$ cat src/pkg/wdt_regs.vh
// register offsets, field positions, reset values and timing for the watchdog block
`ifndef WDT_REGS_VH
`define WDT_REGS_VH

// ****************************************
// register offsets
// ****************************************
`define WDT_STATUS_OFF   8'h54
`define WDT_CTRL_OFF     8'h60
`define WDT_IO_BASE      8'h20
`define WDT_EXT_BASE     8'h60

// ****************************************
// reset_cause_status fields
// ****************************************
`define WDT_SCAN_BIT     4
`define WDT_WDRST_BIT    3
`define WDT_BOD_BIT      2
`define WDT_PIN_BIT      1
`define WDT_POR_BIT      0
`define WDT_STATUS_RST   5'h00

// ****************************************
// watchdog_control fields
// ****************************************
`define WDT_IF_BIT       7
`define WDT_IE_BIT       6
`define WDT_PS3_BIT      5
`define WDT_CE_BIT       4
`define WDT_RE_BIT       3
`define WDT_PS_HI        2
`define WDT_CTRL_RST     8'h00

// ****************************************
// timing
// ****************************************
`define WDT_REF_HZ       10000000
`define WDT_OSC_HZ       128000
`define WDT_CE_CYCLES    3'h4
`define WDT_BASE_TICKS   21'h000800
`define WDT_PS_MAX       4'h9

`endif

$ cat src/hw/wdt_core.v
// watchdog control and reset cause status registers
`timescale 1ns/1ps
`include "wdt_regs.vh"

module wdt_core #(
  parameter P_TICK_DIV = `WDT_REF_HZ / `WDT_OSC_HZ
) (
  input  wire       i_ref_clk,
  input  wire       i_reset,
  input  wire [7:0] i_bus_addr,
  input  wire       i_bus_io,
  input  wire       i_bus_wr,
  input  wire       i_bus_rd,
  input  wire [7:0] i_bus_wdata,
  output reg  [7:0] o_bus_rdata,
  input  wire       i_pin_rst_cause,
  input  wire       i_bod_rst_cause,
  input  wire       i_scan_rst_cause,
  input  wire       i_always_on_fuse_n,
  input  wire       i_gie,
  input  wire       i_irq_vector_ack,
  input  wire       i_wdr,
  output reg        o_wdt_irq,
  output reg        o_wdt_sys_rst
);

  // ****************************************
  // declarations
  // ****************************************
  reg  [3:0] sync1_ff;
  reg  [3:0] sync2_ff;
  reg        por_pend_ff;
  reg  [4:0] stat_ff;
  reg  [4:0] nxt_stat;
  reg        timeout_irq_flag_ff;
  reg        timeout_irq_enable_ff;
  reg        wde_ff;
  reg        change_enable_ff;
  reg  [3:0] ps_ff;
  reg  [2:0] ce_cnt_ff;
  reg        nxt_timeout_irq_flag;
  reg        nxt_timeout_irq_enable;
  reg        nxt_wde;
  reg        nxt_change_enable;
  reg  [3:0] nxt_ps;
  reg  [2:0] nxt_ce_cnt;
  reg  [7:0] nxt_rdata;
  wire       hit_stat;
  wire       hit_ctrl;
  wire       wr_stat;
  wire       wr_ctrl;
  wire       fuse_prog;
  wire       eff_wde;
  wire       eff_ie;
  wire       run;
  wire       timeout;
  wire       rst_req;
  wire       set_if;
  wire       ext_rst;
  wire [4:0] stat_set;
  wire [7:0] ctrl_rd;

  // ****************************************
  // address decode
  // ****************************************
  function reg_match;
    input       io;
    input [7:0] addr;
    input [7:0] off;
    begin
      if (io) begin
        reg_match = (off < `WDT_EXT_BASE) && (addr == off - `WDT_IO_BASE);
      end else begin
        reg_match = (addr == off);
      end
    end
  endfunction

  assign hit_stat = reg_match(i_bus_io, i_bus_addr, `WDT_STATUS_OFF);
  assign hit_ctrl = reg_match(i_bus_io, i_bus_addr, `WDT_CTRL_OFF);
  assign wr_stat  = i_bus_wr & hit_stat;
  assign wr_ctrl  = i_bus_wr & hit_ctrl;

  // ****************************************
  // input synchronisers
  // ****************************************
  always @(posedge i_ref_clk or posedge i_reset) begin
    if (i_reset) begin
      sync1_ff <= 4'h8;
      sync2_ff <= 4'h8;
    end else begin
      sync1_ff <= {i_always_on_fuse_n, i_scan_rst_cause,
                   i_bod_rst_cause, i_pin_rst_cause};
      sync2_ff <= sync1_ff;
    end
  end

  assign fuse_prog = ~sync2_ff[3];
  assign ext_rst   = sync2_ff[2] | sync2_ff[1] | sync2_ff[0];

  // ****************************************
  // mode selection
  // ****************************************
  // reset flag overrides enable
  assign eff_wde = wde_ff | stat_ff[`WDT_WDRST_BIT] | fuse_prog;
  assign eff_ie  = timeout_irq_enable_ff & ~fuse_prog;
  assign run     = eff_wde | eff_ie;
  assign rst_req = timeout & eff_wde & (~eff_ie | timeout_irq_flag_ff);
  assign set_if  = timeout & eff_ie;

  wdt_tick_cnt #(
    .P_TICK_DIV (P_TICK_DIV)
  ) u_cnt (
    .i_ref_clk  (i_ref_clk),
    .i_reset    (i_reset),
    .i_run      (run),
    .i_restart  (i_wdr),
    .i_prescale (ps_ff),
    .o_timeout  (timeout)
  );

  // ****************************************
  // reset cause status
  // ****************************************
  // set sources for the scan, watchdog, brown-out, pin and power-on reset flags
  assign stat_set = {sync2_ff[2], o_wdt_sys_rst, sync2_ff[1], sync2_ff[0], por_pend_ff};

  always @* begin
    nxt_stat = stat_ff;
    if (wr_stat) begin
      nxt_stat = stat_ff & i_bus_wdata[4:0];
    end
    nxt_stat = nxt_stat | stat_set;
  end

  always @(posedge i_ref_clk or posedge i_reset) begin
    if (i_reset) begin
      por_pend_ff <= 1'b1;
      stat_ff     <= `WDT_STATUS_RST;
    end else begin
      por_pend_ff <= 1'b0;
      stat_ff     <= nxt_stat;
    end
  end

  // ****************************************
  // watchdog control
  // ****************************************
  always @* begin
    nxt_timeout_irq_flag   = timeout_irq_flag_ff;
    nxt_timeout_irq_enable   = timeout_irq_enable_ff;
    nxt_wde    = wde_ff;
    nxt_change_enable   = change_enable_ff;
    nxt_ps     = ps_ff;
    nxt_ce_cnt = ce_cnt_ff;
    if (wr_ctrl) begin
      nxt_timeout_irq_enable = i_bus_wdata[`WDT_IE_BIT];
      if (change_enable_ff) begin
        nxt_wde = i_bus_wdata[`WDT_RE_BIT];
        nxt_ps  = {i_bus_wdata[`WDT_PS3_BIT], i_bus_wdata[`WDT_PS_HI:0]};
      end else begin
        nxt_wde = wde_ff | i_bus_wdata[`WDT_RE_BIT];
      end
      nxt_change_enable   = i_bus_wdata[`WDT_CE_BIT] & i_bus_wdata[`WDT_RE_BIT];
      nxt_ce_cnt = nxt_change_enable ? `WDT_CE_CYCLES : 3'h0;
      if (i_bus_wdata[`WDT_IF_BIT]) begin
        nxt_timeout_irq_flag = 1'b0;
      end
    end else if (ce_cnt_ff != 3'h0) begin
      nxt_ce_cnt = ce_cnt_ff - 3'h1;
      if (ce_cnt_ff == 3'h1) begin
        nxt_change_enable = 1'b0;
      end
    end
    if (i_irq_vector_ack) begin
      nxt_timeout_irq_flag = 1'b0;
      if (eff_wde) begin
        nxt_timeout_irq_enable = 1'b0;
      end
    end
    if (set_if) begin
      nxt_timeout_irq_flag = 1'b1;
    end
    if (o_wdt_sys_rst || ext_rst) begin
      nxt_timeout_irq_flag   = 1'b0;
      nxt_timeout_irq_enable   = 1'b0;
      nxt_wde    = 1'b0;
      nxt_change_enable   = 1'b0;
      nxt_ps     = 4'h0;
      nxt_ce_cnt = 3'h0;
    end
  end

  always @(posedge i_ref_clk or posedge i_reset) begin
    if (i_reset) begin
      timeout_irq_flag_ff   <= 1'b0;
      timeout_irq_enable_ff   <= 1'b0;
      wde_ff    <= 1'b0;
      change_enable_ff   <= 1'b0;
      ps_ff     <= 4'h0;
      ce_cnt_ff <= 3'h0;
    end else begin
      timeout_irq_flag_ff   <= nxt_timeout_irq_flag;
      timeout_irq_enable_ff   <= nxt_timeout_irq_enable;
      wde_ff    <= nxt_wde;
      change_enable_ff   <= nxt_change_enable;
      ps_ff     <= nxt_ps;
      ce_cnt_ff <= nxt_ce_cnt;
    end
  end

  // ****************************************
  // read data and outputs
  // ****************************************
  assign ctrl_rd = {timeout_irq_flag_ff, eff_ie, ps_ff[3], change_enable_ff, eff_wde, ps_ff[2:0]};

  always @* begin
    nxt_rdata = 8'h00;
    if (i_bus_rd && hit_stat) begin
      nxt_rdata = {3'h0, stat_ff};
    end else if (i_bus_rd && hit_ctrl) begin
      nxt_rdata = ctrl_rd;
    end
  end

  always @(posedge i_ref_clk or posedge i_reset) begin
    if (i_reset) begin
      o_bus_rdata   <= 8'h00;
      o_wdt_irq     <= 1'b0;
      o_wdt_sys_rst <= 1'b0;
    end else begin
      o_bus_rdata   <= nxt_rdata;
      o_wdt_irq     <= i_gie & eff_ie & timeout_irq_flag_ff;
      o_wdt_sys_rst <= rst_req;
    end
  end

endmodule

$ cat src/hw/wdt_tick_cnt.v
// watchdog oscillator tick divider and timeout counter
`timescale 1ns/1ps
`include "wdt_regs.vh"

module wdt_tick_cnt #(
  parameter P_TICK_DIV = 78
) (
  input  wire       i_ref_clk,
  input  wire       i_reset,
  input  wire       i_run,
  input  wire       i_restart,
  input  wire [3:0] i_prescale,
  output reg        o_timeout
);

  localparam integer DIV_LAST_I = P_TICK_DIV - 1;
  localparam [15:0]  DIV_LAST   = DIV_LAST_I[15:0];

  reg  [15:0] div_ff;
  reg  [20:0] cnt_ff;
  wire        tick;
  wire [20:0] lim_last;

  // ****************************************
  // timeout length
  // ****************************************
  // prescale to cycles
  function [20:0] wdt_limit;
    input [3:0] ps;
    reg   [3:0] code;
    begin
      code = (ps > `WDT_PS_MAX) ? `WDT_PS_MAX : ps;
      wdt_limit = `WDT_BASE_TICKS << code;
    end
  endfunction

  assign lim_last = wdt_limit(i_prescale) - 21'h000001;
  assign tick = (div_ff == DIV_LAST);

  // ****************************************
  // counter
  // ****************************************
  always @(posedge i_ref_clk or posedge i_reset) begin
    if (i_reset) begin
      div_ff    <= 16'h0000;
      cnt_ff    <= 21'h000000;
      o_timeout <= 1'b0;
    end else if (!i_run || i_restart) begin
      div_ff    <= 16'h0000;
      cnt_ff    <= 21'h000000;
      o_timeout <= 1'b0;
    end else begin
      div_ff    <= tick ? 16'h0000 : div_ff + 16'h0001;
      o_timeout <= 1'b0;
      if (tick) begin
        if (cnt_ff >= lim_last) begin
          cnt_ff    <= 21'h000000;
          o_timeout <= 1'b1;
        end else begin
          cnt_ff <= cnt_ff + 21'h000001;
        end
      end
    end
  end

endmodule

$ cat config.mk
export PLATFORM = sky130hd
export DESIGN_NAME = wdt_core
export DESIGN_NICKNAME = d
export VERILOG_FILES = /design/src/hw/wdt_core.v /design/src/hw/wdt_tick_cnt.v
export VERILOG_INCLUDE_DIRS = /design/src /design/src/pkg
export SDC_FILE = /design/constraint.sdc
export NUM_CORES = 1
export LEC_CHECK = 0
export BUFFER_PORTS_ARGS = -buffer_cell sky130_fd_sc_hd__buf_2
export CAP_MARGIN = 15
export CELL_PAD_IN_SITES_DETAIL_PLACEMENT = 0
export CELL_PAD_IN_SITES_GLOBAL_PLACEMENT = 1
export CORE_MARGIN = 5
export CORE_UTILIZATION = 50
export CTS_CLUSTER_SIZE = 10
export DETAILED_ROUTE_END_ITERATION = 10
export PLACE_DENSITY = 0.88
export SLEW_MARGIN = 40
export SYNTH_ARGS = -nofsm -noshare
export SYNTH_HDL_FRONTEND = slang
export SYNTH_SLANG_ARGS = --single-unit
$ cat constraint.sdc
create_clock -name i_ref_clk -period 5.9 [get_ports i_ref_clk]
set_clock_uncertainty 0.05 [all_clocks]
set_input_delay 1.18 -clock i_ref_clk [delete_from_list [all_inputs] [get_ports i_ref_clk]]
set_output_delay 1.18 -clock i_ref_clk [all_outputs]
set_load 0.02 [all_outputs]
* After elaboration in Yosys (flattened, before gate mapping)
Index checks and enable logic that the tools add are counted.
Cells by class: bitwise operators 20, multiplexer cells 37, shift operators 1, add/subtract/negate cells 4, reduce and logical (&&, ||, !) cells 16, eq/ne operators 5, order comparisons 2
Operators by type and width (count):
- $mux 21 | 3
- $mux 16 | 2
- $add 21x1->21 const B | 1
- $ge 21x21->1 | 1
- $mux 1 | 21
- $shl 12x4->21 const A | 1
- $sub 21x1->21 const B | 1
- $add 16x1->16 const B | 1
- $eq 16x7->1 const B | 1
- $eq 8x7->1 const B | 2
- $mux 4 | 4
- $mux 8 | 2
- $mux 3 | 4
- $and 1x1->1 | 9
- $reduce_bool 3->1 | 3
- $eq 8x6->1 const B | 1
- $reduce_bool 4->1 | 2
- $or 1x1->1 | 7
- $reduce_and 2->1 | 3
- $reduce_bool 2->1 | 3
- $and 5x5->5 | 1
- $mux 5 | 1
- $or 5x5->5 | 1
- $gt 4x4->1 const B | 1
- 6 further kinds | 9
Storage, ports and cells: output and inout port bits 10, register bits after elaboration 73

* Logic depth before layout (Yosys ltp)
Gate-level depths: netlist of run 1.
depth in word-level cells 8, depth in mapped cells 15, gate-level depth less buffers 13

* By module
From an unflattened synthesis of run 1, not the netlist that was laid out.
Second synthesis, totals: cell total of the unflattened synthesis 377, area, all modules 3863.7 µm²
Modules (own cells, without submodules):
- wdt_tick_cnt | area each 2419.8 µm², seq. area each 950.9 µm², cells an instance 255, times used 1
- wdt_core | area each 1443.9 µm², seq. area each 879.6 µm², cells an instance 122, times used 1

* Worst setup path before layout of run 1
OpenSTA, ideal clock, no wires.
path kind flip-flop to flip-flop, from register ps_ff[0], to register u_cnt.cnt_ff[5], slack 2771 ps, data arrival time 2961 ps, required time 5732 ps, stages on the path, launching flop included 15, path through dfrtp_1 or2_2 or3_1 ha_1 nor3_1 a21o_1 a32oi_1 ha_1 nand2_1 nor4_2 nand4_2 nand4_2 buf_6 o21ai_0 a21o_1
Between the ends: cells in the longest elaborated chain, start to end 8
Ends and longest elaborated chain:
- from (decl) | line wdt_core.v:39 | reg [3:0] ps_ff;
- from (signal assigned) | line wdt_core.v:207 | ps_ff <= nxt_ps;
- $gt 4x4->1 (no source line)
- $mux 4 * | line wdt_tick_cnt.v:32 | code = (ps > `WDT_PS_MAX) ? `WDT_PS_MAX : ps;
- $shl 12x4->21 (no source line) *
- $sub 21x1->21 * | line wdt_tick_cnt.v:37 | assign lim_last = wdt_limit(i_prescale) - 21'h000001;
- $ge 21x21->1 * | line wdt_tick_cnt.v:56 | if (cnt_ff >= lim_last) begin
- $mux 21 * | line wdt_tick_cnt.v:56
- $mux 21 * | line wdt_tick_cnt.v:55 | if (tick) begin
- $mux 21 * | line wdt_tick_cnt.v:48 | end else if (!i_run || i_restart) begin
- to (signal assigned) | line wdt_tick_cnt.v:60 | cnt_ff <= cnt_ff + 21'h000001;
- to (decl) | line wdt_tick_cnt.v:20 | reg [20:0] cnt_ff;
Every way passes the cells marked *; elsewhere a longest branch is shown, timed or not. The select of a mux whose other input is x is not followed. A chain may end at the register's enable or synchronous reset.

* Worst setup path in the final report of run 1
from register ps_ff[0], to register u_cnt.cnt_ff[12]
Same word-level chain as after synthesis.

==> run metrics, run 1 <==
outcome complete, no violations; Nets 448; initial antenna violation count 0; Fmax 280 MHz; number of flops mapped to enable cells by yosys 0; initial DRC count 114; largest fanout on the critical path 17; via count 2779; maxcap violations 0; startpoint class of the critical path flop; first-pass GRT wire length 12500 um; crit share post-route 60.6%; via/cell ratio 5.48; distinct cell type count after synthesis 52; GRT Total Usage 17.3%; #FFs+latches synth 73; vias in the first global route 2703; # IOs 38; Leakage Power 1.99 nW; area delta synth->final 12.6%; Initial Util 51.3%; core area 0.00725 mm^2; DP Wirelength 5110 um; fin util 57.8%; CP delay by family, top simple AND/OR/NAND/NOR gates; Die Wd 96.3 um; Avg Inst Size Synth 10.2 um^2; endpoints failing hold 0; Setup CP Type flop to flop; Die ar. 0.00927 mm^2; Worst Path Buf+Inv 0; maximum VDD drop 0.127 mV; Critical Path RT 6110 ps; leading cell type in the layout, fill and taps excluded dfrtp_1; CP max-delay cell dfrtp_1; Worst path max stage delay 450 ps; RePlAce Congestion 0.811; Syn Nets 411; PwrDens 229 mW/mm^2; relative max-transition margin 56.7%; Setup crit end kind flop; Setup TNS 0 ps; CTS tree yes; Avg WL per Cell 14.4 um; CTS clock-pin slew for the worst setup and hold paths 90 ps; RSZ-0062 raised after global routing no; Synth async-reset ratio 100%; Die H 96.3 um; hold-fix buffers at CTS 0; CTS max path bufs 2; Main synth FF type dfrtp_1; fill count 641; CP cell instances or2_2 -> or3_1 -> ha_1 -> nor3_1 -> a21o_1 -> a32oi_1 -> ha_1 -> nand2_1 -> nor4_2 -> a21oi_1 -> nand4_2 -> or2_2 -> a31oi_1; total routed wirelength 7310 um; setup bufs post-CTS 0; First-pass DRT Iterations 4; post-route antenna net violation count 0; CTS root buf clkbuf_8; layout cell share with drive strength beyond 1 19.1%; Final setup viols 0; htree depth 3; CTS buffer count 9; Worst-Skew Late Latency 350 ps; Slew @ Worst Pin 650 ps; clk sink count 73; Syn Inst Count 366; Final Max Slew Viols 0; total congestion overflow 0; min-delay worst type flop to flop; Synth Cell Area 0.00372 mm^2; Ant. Diodes 0; YS warnings 0; # rows 31; commonest cells after routing, fill and taps aside 70 x dfrtp_1, 37 x buf_2, 32 x nor2_1, 29 x nand2_1, 20 x a21oi_1; Worst EP arrival 3790 ps; register area share after synthesis 49.2%; pin count of the biggest net entering global routing 74; Tmin final 3580 ps; Buffers on Ports 37; residual DRC count 0; cts repair resizes 0
per-layer routing:
layer	global-route usage, %	share of wire [%]	up-vias
met4	7.71	2.0	0
met3	2.89	3.6	13
met5	0	0	-
met1	22.7	47	1331
li1	-	-	1391
met2	28.2	47	44
cell families after synthesis:
group           share of synthesized area (%)
flops                                    49.2
mux                                      1.88
other cells                             0.202
simple gates                             23.4
fa+ha+maj                                5.71
xor+xnor                                 3.53
buf+inv                                  2.69
compound gates                           13.4
power breakdown:
part / leakage, nW / total (mW) / switching [mW] / internal, mW
registers: 0.973 / 0.508 / 0.00256 / 0.505
clock network: 0.103 / 0.409 / 0.205 / 0.203
logic: 0.913 / 0.0437 / 0.0278 / 0.0159
total: 1.99 / 0.960 / 0.236 / 0.724
worst register-to-register path, delay by kind of cell, from the launching register on:
family | cells | cell delay [ps]
compound gates | 4 | 670
fa+ha+maj | 2 | 520
flops | 1 | 450
simple gates | 7 | 1820
Yosys cell counts (3+ instances only):
cell type	n	area (um^2)
nand2b_1	8	50.1
dfrtp_1	70	1750
nor3b_1	5	37.5
or2_2	7	43.8
clkbuf_1	5	18.8
a31oi_1	13	81.3
nand3_1	12	60.1
mux2i_1	7	70.1
dfstp_2	3	78.8
or3_1	3	18.8
and2_1	6	37.5
and3_1	11	68.8
a21oi_1	20	100
xnor2_1	4	35.0
xor2_1	11	96.3
nand3b_1	3	22.5
and4_1	7	61.3
nand2_1	30	113
nand4_1	6	37.5
nor3_1	3	15.0
a22o_1	6	52.6
o21ai_0	18	90.1
inv_1	9	33.8
a21o_1	12	90.1
buf_2	4	20.0
ha_1	17	213
nor2_1	32	120
area by class of cell:
class | count | area [um^2] | share of cell area [%]
inverter | 9 | 33.8 | 0.806
tap | 99 | 124 | 2.95
clock inverter | 7 | 83.8 | 2.00
multi-input combinational | 272 | 1800 | 42.9
clock buffer | 9 | 124 | 2.95
timing repair buffer | 38 | 196 | 4.69
sequential | 73 | 1830 | 43.7
sequential cells by signal, indices dropped and copies added (netlist names), 3 cells and up:
signal	count
u_cnt.cnt_ff	21
stat_ff	5
sync2_ff	4
o_bus_rdata	8
sync1_ff	4
ps_ff	4
u_cnt.div_ff	16
ce_cnt_ff	3
worst paths after layout:
check | startpoint | to | slack, ps | cells past startpoint
worst max-delay path | ps_ff[0] | u_cnt.cnt_ff[12] | 2320 | 13
worst min-delay path | sync1_ff[3] | sync2_ff[3] | 300 | 0
worst max register to register | ps_ff[0] | u_cnt.cnt_ff[12] | 2320 | 13
worst min register to register | sync1_ff[3] | sync2_ff[3] | 300 | 0
max in group asynchronous | i_reset | o_bus_rdata[0] | 4410 | 3
min in group asynchronous | i_reset | u_cnt.div_ff[2] | 920 | 3
stage by stage:
step | worst slack, ps | std cells | power (mW) | hold slack, ps | cell area [um^2]
2_1_floorplan | 2770 | 366 | 0.544 | 281 | 3720
3_3_place_gp | 2450 | 491 | 0.561 | 282 | 3970
3_5_place_dp | 2350 | 491 | 0.562 | 285 | 3980
4_1_cts | 2340 | 507 | 0.969 | 305 | 4190
5_1_grt | 2010 | 507 | 1.00 | 307 | 4190
6_report | 2320 | 507 | 0.960 | 303 | 4190
Power figures use the tool's default switching activity.
==> run 2, diff against run 1 <==
- CORE_UTILIZATION: 50 -> 46
- PLACE_DENSITY: 0.88 -> 0.82
- clock period: 5.9 -> 3.4 ns (I/O delays scaled with it)
==> run metrics, run 2 (synthesized netlist as in run 1, its figures left out) <==
outcome complete, no violations (unchanged); switching share of power 26.7% (was 24.6%); DP Cell Count 502 (was 491); via/cell ratio 5.52 (was 5.48); hold-fix buffers at CTS 0 (unchanged); initial DRC count 134 (was 114); Avg WL per Cell 15.1 um (was 14.4 um); Setup CP Type flop to flop (unchanged); Worst EP arrival 3450 ps (was 3790 ps); multi-input combinational cell area 0.00184 mm^2 (was 0.00180 mm^2); Buffers on Ports 37 (unchanged); Slew @ Worst Pin 652 ps (was 650 ps); fill count 715 (was 641); Finished Layout Cells 519 (was 507); RR Startpoint ps_ff[0] (unchanged); GRT Total Usage 16.6% (was 17.3%); CTS root buf clkbuf_8 (unchanged); htree depth 3 (unchanged); maxcap violations 0 (unchanged); area delta synth->final 14.7% (was 12.6%); First-pass DRT Iterations 4 (unchanged); Comb pwr share 4.9% (was 4.6%); RePlAce Congestion 0.822 (was 0.811); Fmax 306 MHz (was 280 MHz); Tmin final 3270 ps (was 3580 ps); Worst R2R End u_cnt.cnt_ff[9] (was u_cnt.cnt_ff[12]); register-to-register setup slack 130 ps (was 2320 ps); crit share post-route 96.0% (was 60.6%); maximum VDD drop 0.178 mV (was 0.127 mV); total routed wirelength 7830 um (was 7310 um); CTS max path bufs 2 (unchanged); largest fanout on the critical path 7 (was 17); Post-Layout Inst Area 0.00427 mm^2 (was 0.00419 mm^2); core area 0.00781 mm^2 (was 0.00725 mm^2); endpoints failing hold 0 (unchanged); startpoint class of the critical path flop (unchanged); worst r2r path cells 14 (was 13); CP startpoint ps_ff[0] (unchanged); Leakage Power 2.03 nW (was 1.99 nW); Seq pwr share 54.2% (was 52.9%); switching pwr 0.434 mW (was 0.236 mW); placed cell area 0.00404 mm^2 (was 0.00398 mm^2); leading cell type in the layout, fill and taps excluded dfrtp_1 (unchanged); Register Area 0.00183 mm^2 (unchanged); PwrDens 381 mW/mm^2 (was 229 mW/mm^2); initial antenna violation count 0 (unchanged); Die ar. 0.00999 mm^2 (was 0.00927 mm^2); Ant. Diodes 0 (unchanged); DP Wirelength 5530 um (was 5110 um); worst setup path end u_cnt.cnt_ff[9] (was u_cnt.cnt_ff[12]); Final Max Slew Viols 0 (unchanged); Die Wd 100 um (was 96.3 um); commonest cells after routing, fill and taps aside 70 x dfrtp_1, 37 x buf_2, 32 x nor2_1, 30 x nand2_1, 19 x a21oi_1 (was 70 x dfrtp_1, 37 x buf_2, 32 x nor2_1, 29 x nand2_1, 20 x a21oi_1); clk sink count 73 (unchanged); Setup crit end kind flop (unchanged); Worst-Skew Late Latency 360 ps (was 350 ps); setup bufs post-CTS 0 (unchanged); Internal 1.19 mW (was 0.724 mW); Die H 100 um (was 96.3 um); Largest Register u_cnt.cnt_ff (unchanged); Final setup viols 0 (unchanged); top flop regs u_cnt.cnt_ff (21), u_cnt.div_ff (16), o_bus_rdata (8) (unchanged); post-route antenna net violation count 0 (unchanged); final hold slack 305 ps (was 303 ps); # IOs 38 (unchanged); # rows 32 (was 31); residual DRC count 0 (unchanged); total congestion overflow 0 (unchanged); first-pass GRT wire length 13300 um (was 12500 um); Largest register FFs 21 (unchanged); CTS buffer count 9 (unchanged); Initial Util 47.7% (was 51.3%); pin count of the biggest net entering global routing 32 (was 74); relative max-transition margin 56.5% (was 56.7%); layout cell share with drive strength beyond 1 20.9% (was 19.1%); min-delay worst type flop to flop (unchanged); Clock power frac 40.9% (was 42.6%); vias in the first global route 2786 (was 2703); via count 2863 (was 2779); CTS tree yes (unchanged); Critical Path RT 3580 ps (was 6110 ps); CTS clock-pin slew for the worst setup and hold paths 90 ps (about the same); Nets 457 (was 448)
[run 2: layout make-up]
cell class / instances / area share [%]
Tap cell: 102 / 2.99
Timing Repair Buffer: 46 / 5.92
Sequential cell: 73 / 42.9
Inverter: 9 / 0.791
Multi-Input combinational cell: 273 / 43.0
Clock buffer: 9 / 2.90
Clock inverter: 7 / 1.52
[run 2: power groups by stage]
stage | sequential (mW) | combinational, mW | clock (mW)
6_report | 0.881 | 0.0803 | 0.666
5_1_grt | 0.882 | 0.0928 | 0.728
4_1_cts | 0.881 | 0.0817 | 0.681
3_3_place_gp | 0.898 | 0.0794 | 0
2_1_floorplan | 0.897 | 0.0474 | 0
3_5_place_dp | 0.898 | 0.0804 | 0
[run 2: worst min-delay path by stage]
stage	cells past startpoint	slack, ps	start	end
after floorplan	0	280	sync1_ff[0]	sync2_ff[0]
after global placement	0	280	sync1_ff[2]	sync2_ff[2]
after detailed placement	0	290	sync1_ff[1]	sync2_ff[1]
after CTS	0	310	sync1_ff[1]	sync2_ff[1]
after global routing	0	320	sync1_ff[2]	sync2_ff[2]
final	0	300	sync1_ff[1]	sync2_ff[1]
[run 2: worst max-delay path: stages (launching register included)]
cell	delay [ps]
dfrtp_1	380
or2_2	310
or3_1	340
ha_2	220
nor3_1	140
a21o_1	110
a32oi_1	100
ha_1	290
nand2_1	90
nor4_4	290
a21oi_2	140
buf_4	170
and4_2	280
a31oi_1	180
a31oi_1	50
[run 2: stage by stage]
| step | setup slack [ps] | util, % | setup TNS (ps) | total power [mW] |
|---|---|---|---|---|
| 2_1_floorplan | 271 | - | 0 | 0.944 |
| 3_3_place_gp | 157 | 51.7 | 0 | 0.977 |
| 3_5_place_dp | -6.87 | 51.7 | -6.87 | 0.978 |
| 4_1_cts | 41.8 | 54.2 | 0 | 1.64 |
| 5_1_grt | -30.0 | 54.7 | -82.9 | 1.70 |
| 6_report | 135 | 54.7 | 0 | 1.63 |
[run 2: repair_timing]
action / CTS / global route
gates cloned: 0 / 1
endpoints found under the setup margin: 1 / 17
pin swaps: 0 / 2
endpoints found under the hold margin: 0 / 0
resized for setup: 1 / 4
[run 2: routing by layer]
| metal | up-vias | global-route usage [%] | routed length (um) |
|---|---|---|---|
| met1 | 1390 | 22.0 | 3620 |
| met4 | 0 | 6.63 | 127 |
| li1 | 1406 | - | - |
| met5 | - | 0 | 0 |
| met3 | 12 | 3.75 | 328 |
| met2 | 55 | 26.5 | 3750 |
==> run 3, diff against run 2 <==
- ABC_AREA: default -> 1
- CORE_UTILIZATION: 46 -> 44
==> run metrics, run 3 <==
area delta synth->final 12.6% (was 14.7%); Synth Cell Area 0.00407 mm^2 (was 0.00372 mm^2); dominant cells by area after synthesis dfrtp_1 43%, nand2_1 11%, nor2_1 7.9% (was dfrtp_1 47%, ha_1 5.7%, nor2_1 3.2%); min-delay worst type flop to flop (unchanged); CTS buffer count 9 (unchanged); Main synth FF type dfrtp_1 (unchanged); layout cell share with drive strength beyond 1 13.7% (was 20.9%); total routed wirelength 8940 um (was 7830 um); register-to-register setup slack 630 ps (was 130 ps); Slew @ Worst Pin 635 ps (was 652 ps); core area 0.00911 mm^2 (was 0.00781 mm^2); Final Max Slew Viols 0 (unchanged); Tmin final 2770 ps (was 3270 ps); leading cell type in the layout, fill and taps excluded nand2_1 (was dfrtp_1); Fmax 361 MHz (was 306 MHz); Die Wd 106 um (was 100 um); crit share post-route 81.6% (was 96.0%); Syn Inst Count 521 (was 366); #FFs+latches synth 73 (unchanged); first-pass GRT wire length 15300 um (was 13300 um); vias in the first global route 3392 (was 2786); synth cell count leaders 116 x nand2_1, 86 x nor2_1, 70 x dfrtp_1 (was 70 x dfrtp_1, 32 x nor2_1, 30 x nand2_1); # rows 35 (was 32); worst r2r path cells 17 (was 14); setup bufs post-CTS 0 (unchanged); placed cell area 0.00437 mm^2 (was 0.00404 mm^2); maximum VDD drop 0.317 mV (was 0.178 mV); endpoints failing hold 0 (unchanged); setup ws final 627 ps (was 135 ps); Largest Register u_cnt.cnt_ff (unchanged); top flop regs u_cnt.cnt_ff (21), u_cnt.div_ff (16), o_bus_rdata (8) (unchanged); startpoint class of the critical path flop (unchanged); Setup CP Type flop to flop (unchanged); First-pass DRT Iterations 4 (unchanged); CTS tree yes (unchanged); Buffers on Ports 37 (unchanged); commonest cells after routing, fill and taps aside 116 x nand2_1, 86 x nor2_1, 70 x dfrtp_1, 68 x inv_1, 37 x buf_2 (was 70 x dfrtp_1, 37 x buf_2, 32 x nor2_1, 30 x nand2_1, 19 x a21oi_1); cts repair resizes 0 (was 1); outcome complete, no violations (unchanged); PwrDens 370 mW/mm^2 (was 381 mW/mm^2); RePlAce Congestion 0.837 (was 0.822); via count 3463 (was 2863); fin util 50.2% (was 54.7%); CTS root buf clkbuf_8 (unchanged); most common cell in the netlist nand2_1 (was dfrtp_1); Synth area leader dfrtp_1 (unchanged); CP cell instances nor2_1 -> inv_1 -> nor3_1 -> inv_1 -> ha_1 -> nand2_1 -> xor2_1 -> ha_1 -> nand2_1 -> nor2_1 -> nand2_1 -> nor2_1 -> nand2_1 -> nand2_2 -> nor2_4 -> o21ai_4 -> nor2_1 (was or2_2 -> or3_1 -> ha_2 -> nor3_1 -> a21o_1 -> a32oi_1 -> ha_1 -> nand2_1 -> nor4_4 -> a21oi_2 -> buf_4 -> and4_2 -> a31oi_1 -> a31oi_1); CP max-delay cell dfrtp_1 (unchanged); via/cell ratio 5.08 (was 5.52); CTS max path bufs 2 (unchanged); DP Wirelength 6760 um (was 5530 um); clk sink count 73 (unchanged); relative max-transition margin 57.7% (was 56.5%); worst setup path end u_cnt.cnt_ff[18] (was u_cnt.cnt_ff[9]); Worst R2R End u_cnt.cnt_ff[18] (was u_cnt.cnt_ff[9]); residual DRC count 0 (unchanged); Die H 106 um (was 100 um); CP startpoint ps_ff[2] (was ps_ff[0]); htree depth 3 (unchanged); initial antenna violation count 0 (unchanged); GRT Total Usage 16.9% (was 16.6%); post-route antenna net violation count 0 (unchanged); RR Startpoint ps_ff[2] (was ps_ff[0]); Avg WL per Cell 13.1 um (was 15.1 um); Die ar. 0.0113 mm^2 (was 0.00999 mm^2); Largest register FFs 21 (unchanged); dpl ws 609 ps (was -6.87 ps); Worst EP arrival 2960 ps (was 3450 ps); Final setup viols 0 (unchanged); largest fanout on the critical path 12 (was 7); Synth async-reset ratio 100% (unchanged); maxcap violations 0 (unchanged); Setup crit end kind flop (unchanged); register area share after synthesis 45.0% (was 49.2%); distinct cell type count after synthesis 38 (was 52); total congestion overflow 0 (unchanged); Post-Layout Inst Area 0.00458 mm^2 (was 0.00427 mm^2); Nets 611 (was 457); YS warnings 0 (unchanged); hold-fix buffers at CTS 0 (unchanged); Critical Path RT 3580 ps (about the same); area share of the largest cell type after synthesis 43.1% (was 47.0%); DP Cell Count 666 (was 502); # IOs 38 (unchanged); Worst path max stage delay 440 ps (was 380 ps); pin count of the biggest net entering global routing 74 (was 32); Worst-Skew Late Latency 350 ps (was 360 ps); Syn Nets 566 (was 411); Leakage Power 2.20 nW (was 2.03 nW); Initial Util 44.6% (was 47.7%); Avg Inst Size Synth 7.80 um^2 (was 10.2 um^2); initial DRC count 139 (was 134); CTS clock-pin slew for the worst setup and hold paths 90 ps (about the same); Ant. Diodes 0 (unchanged); Finished Layout Cells 682 (was 519); number of flops mapped to enable cells by yosys 0 (unchanged); RSZ-0062 raised after global routing no; Setup TNS 0 ps (unchanged)
run 3: changes by cell type after synthesis, sizes merged, moves of 9 or more:
cell,previous run,this run
a21o,12,1
a31oi,13,1
and3,12,0
and4,9,0
inv,9,72
nand2,30,123
nand3,12,33
nor2,32,91
nor3,4,18
run 3: kinds of logic (layout without fill, tap and decap cells):
family	count (synthesis)	count (layout)	share of synthesized area, %
flip-flops	73	73	45.0
buffers and inverters	76	126	7.51
AO/OA/AOI/OAI	54	54	7.91
XOR/XNOR	15	15	3.23
other	2	2	0.185
AND/OR/NAND/NOR	284	284	30.9
adder cells (fa/ha/maj)	17	17	5.23
run 3: worst min path at each step:
stage,from,cells after the start,endpoint
after floorplan,sync1_ff[0],0,sync2_ff[0]
after global placement,sync1_ff[2],0,sync2_ff[2]
after detailed placement,sync1_ff[0],0,sync2_ff[0]
after CTS,sync1_ff[0],0,sync2_ff[0]
after global routing,sync1_ff[2],0,sync2_ff[2]
final,sync1_ff[2],0,sync2_ff[2]
run 3: through the flow:
stage	total power, mW	hold slack (ps)
4_1_cts	1.72	306
5_1_grt	1.77	311
2_1_floorplan	0.957	281
3_3_place_gp	0.987	286
3_5_place_dp	0.991	285
6_report	1.70	303
run 3: critical path: cells and delay by family (launching register included):
kind	cells	cell delay (ps)
compound gates	1	290
xor+xnor	1	70
fa+ha+maj	2	480
buf+inv	2	150
flops	1	440
simple gates	11	1180
run 3: layer usage:
layer	vias up	GRT usage, %	part of all wire, %
li1	1755	-	-
met1	1629	21.7	47
met2	63	27.8	48
met3	16	4.37	3.2
met4	0	5.55	1.7
met5	-	0	0
run 3: cell type report:
cell class,instances,area [um^2]
Fill cell,891,4530
Multi-Input combinational cell,372,1930
Sequential cell,73,1830
Inverter,72,270
Timing Repair Buffer,38,196
Tap cell,111,139
Clock buffer,9,124
Clock inverter,7,87.6
run 3: power by group:
group | total (mW) | internal, mW | switching, mW | leakage [nW]
Combinational | 0.0836 | 0.0275 | 0.0562 | 1.13
Sequential | 0.888 | 0.879 | 0.00859 | 0.967
Clock | 0.724 | 0.355 | 0.369 | 0.108
Total | 1.70 | 1.26 | 0.433 | 2.20
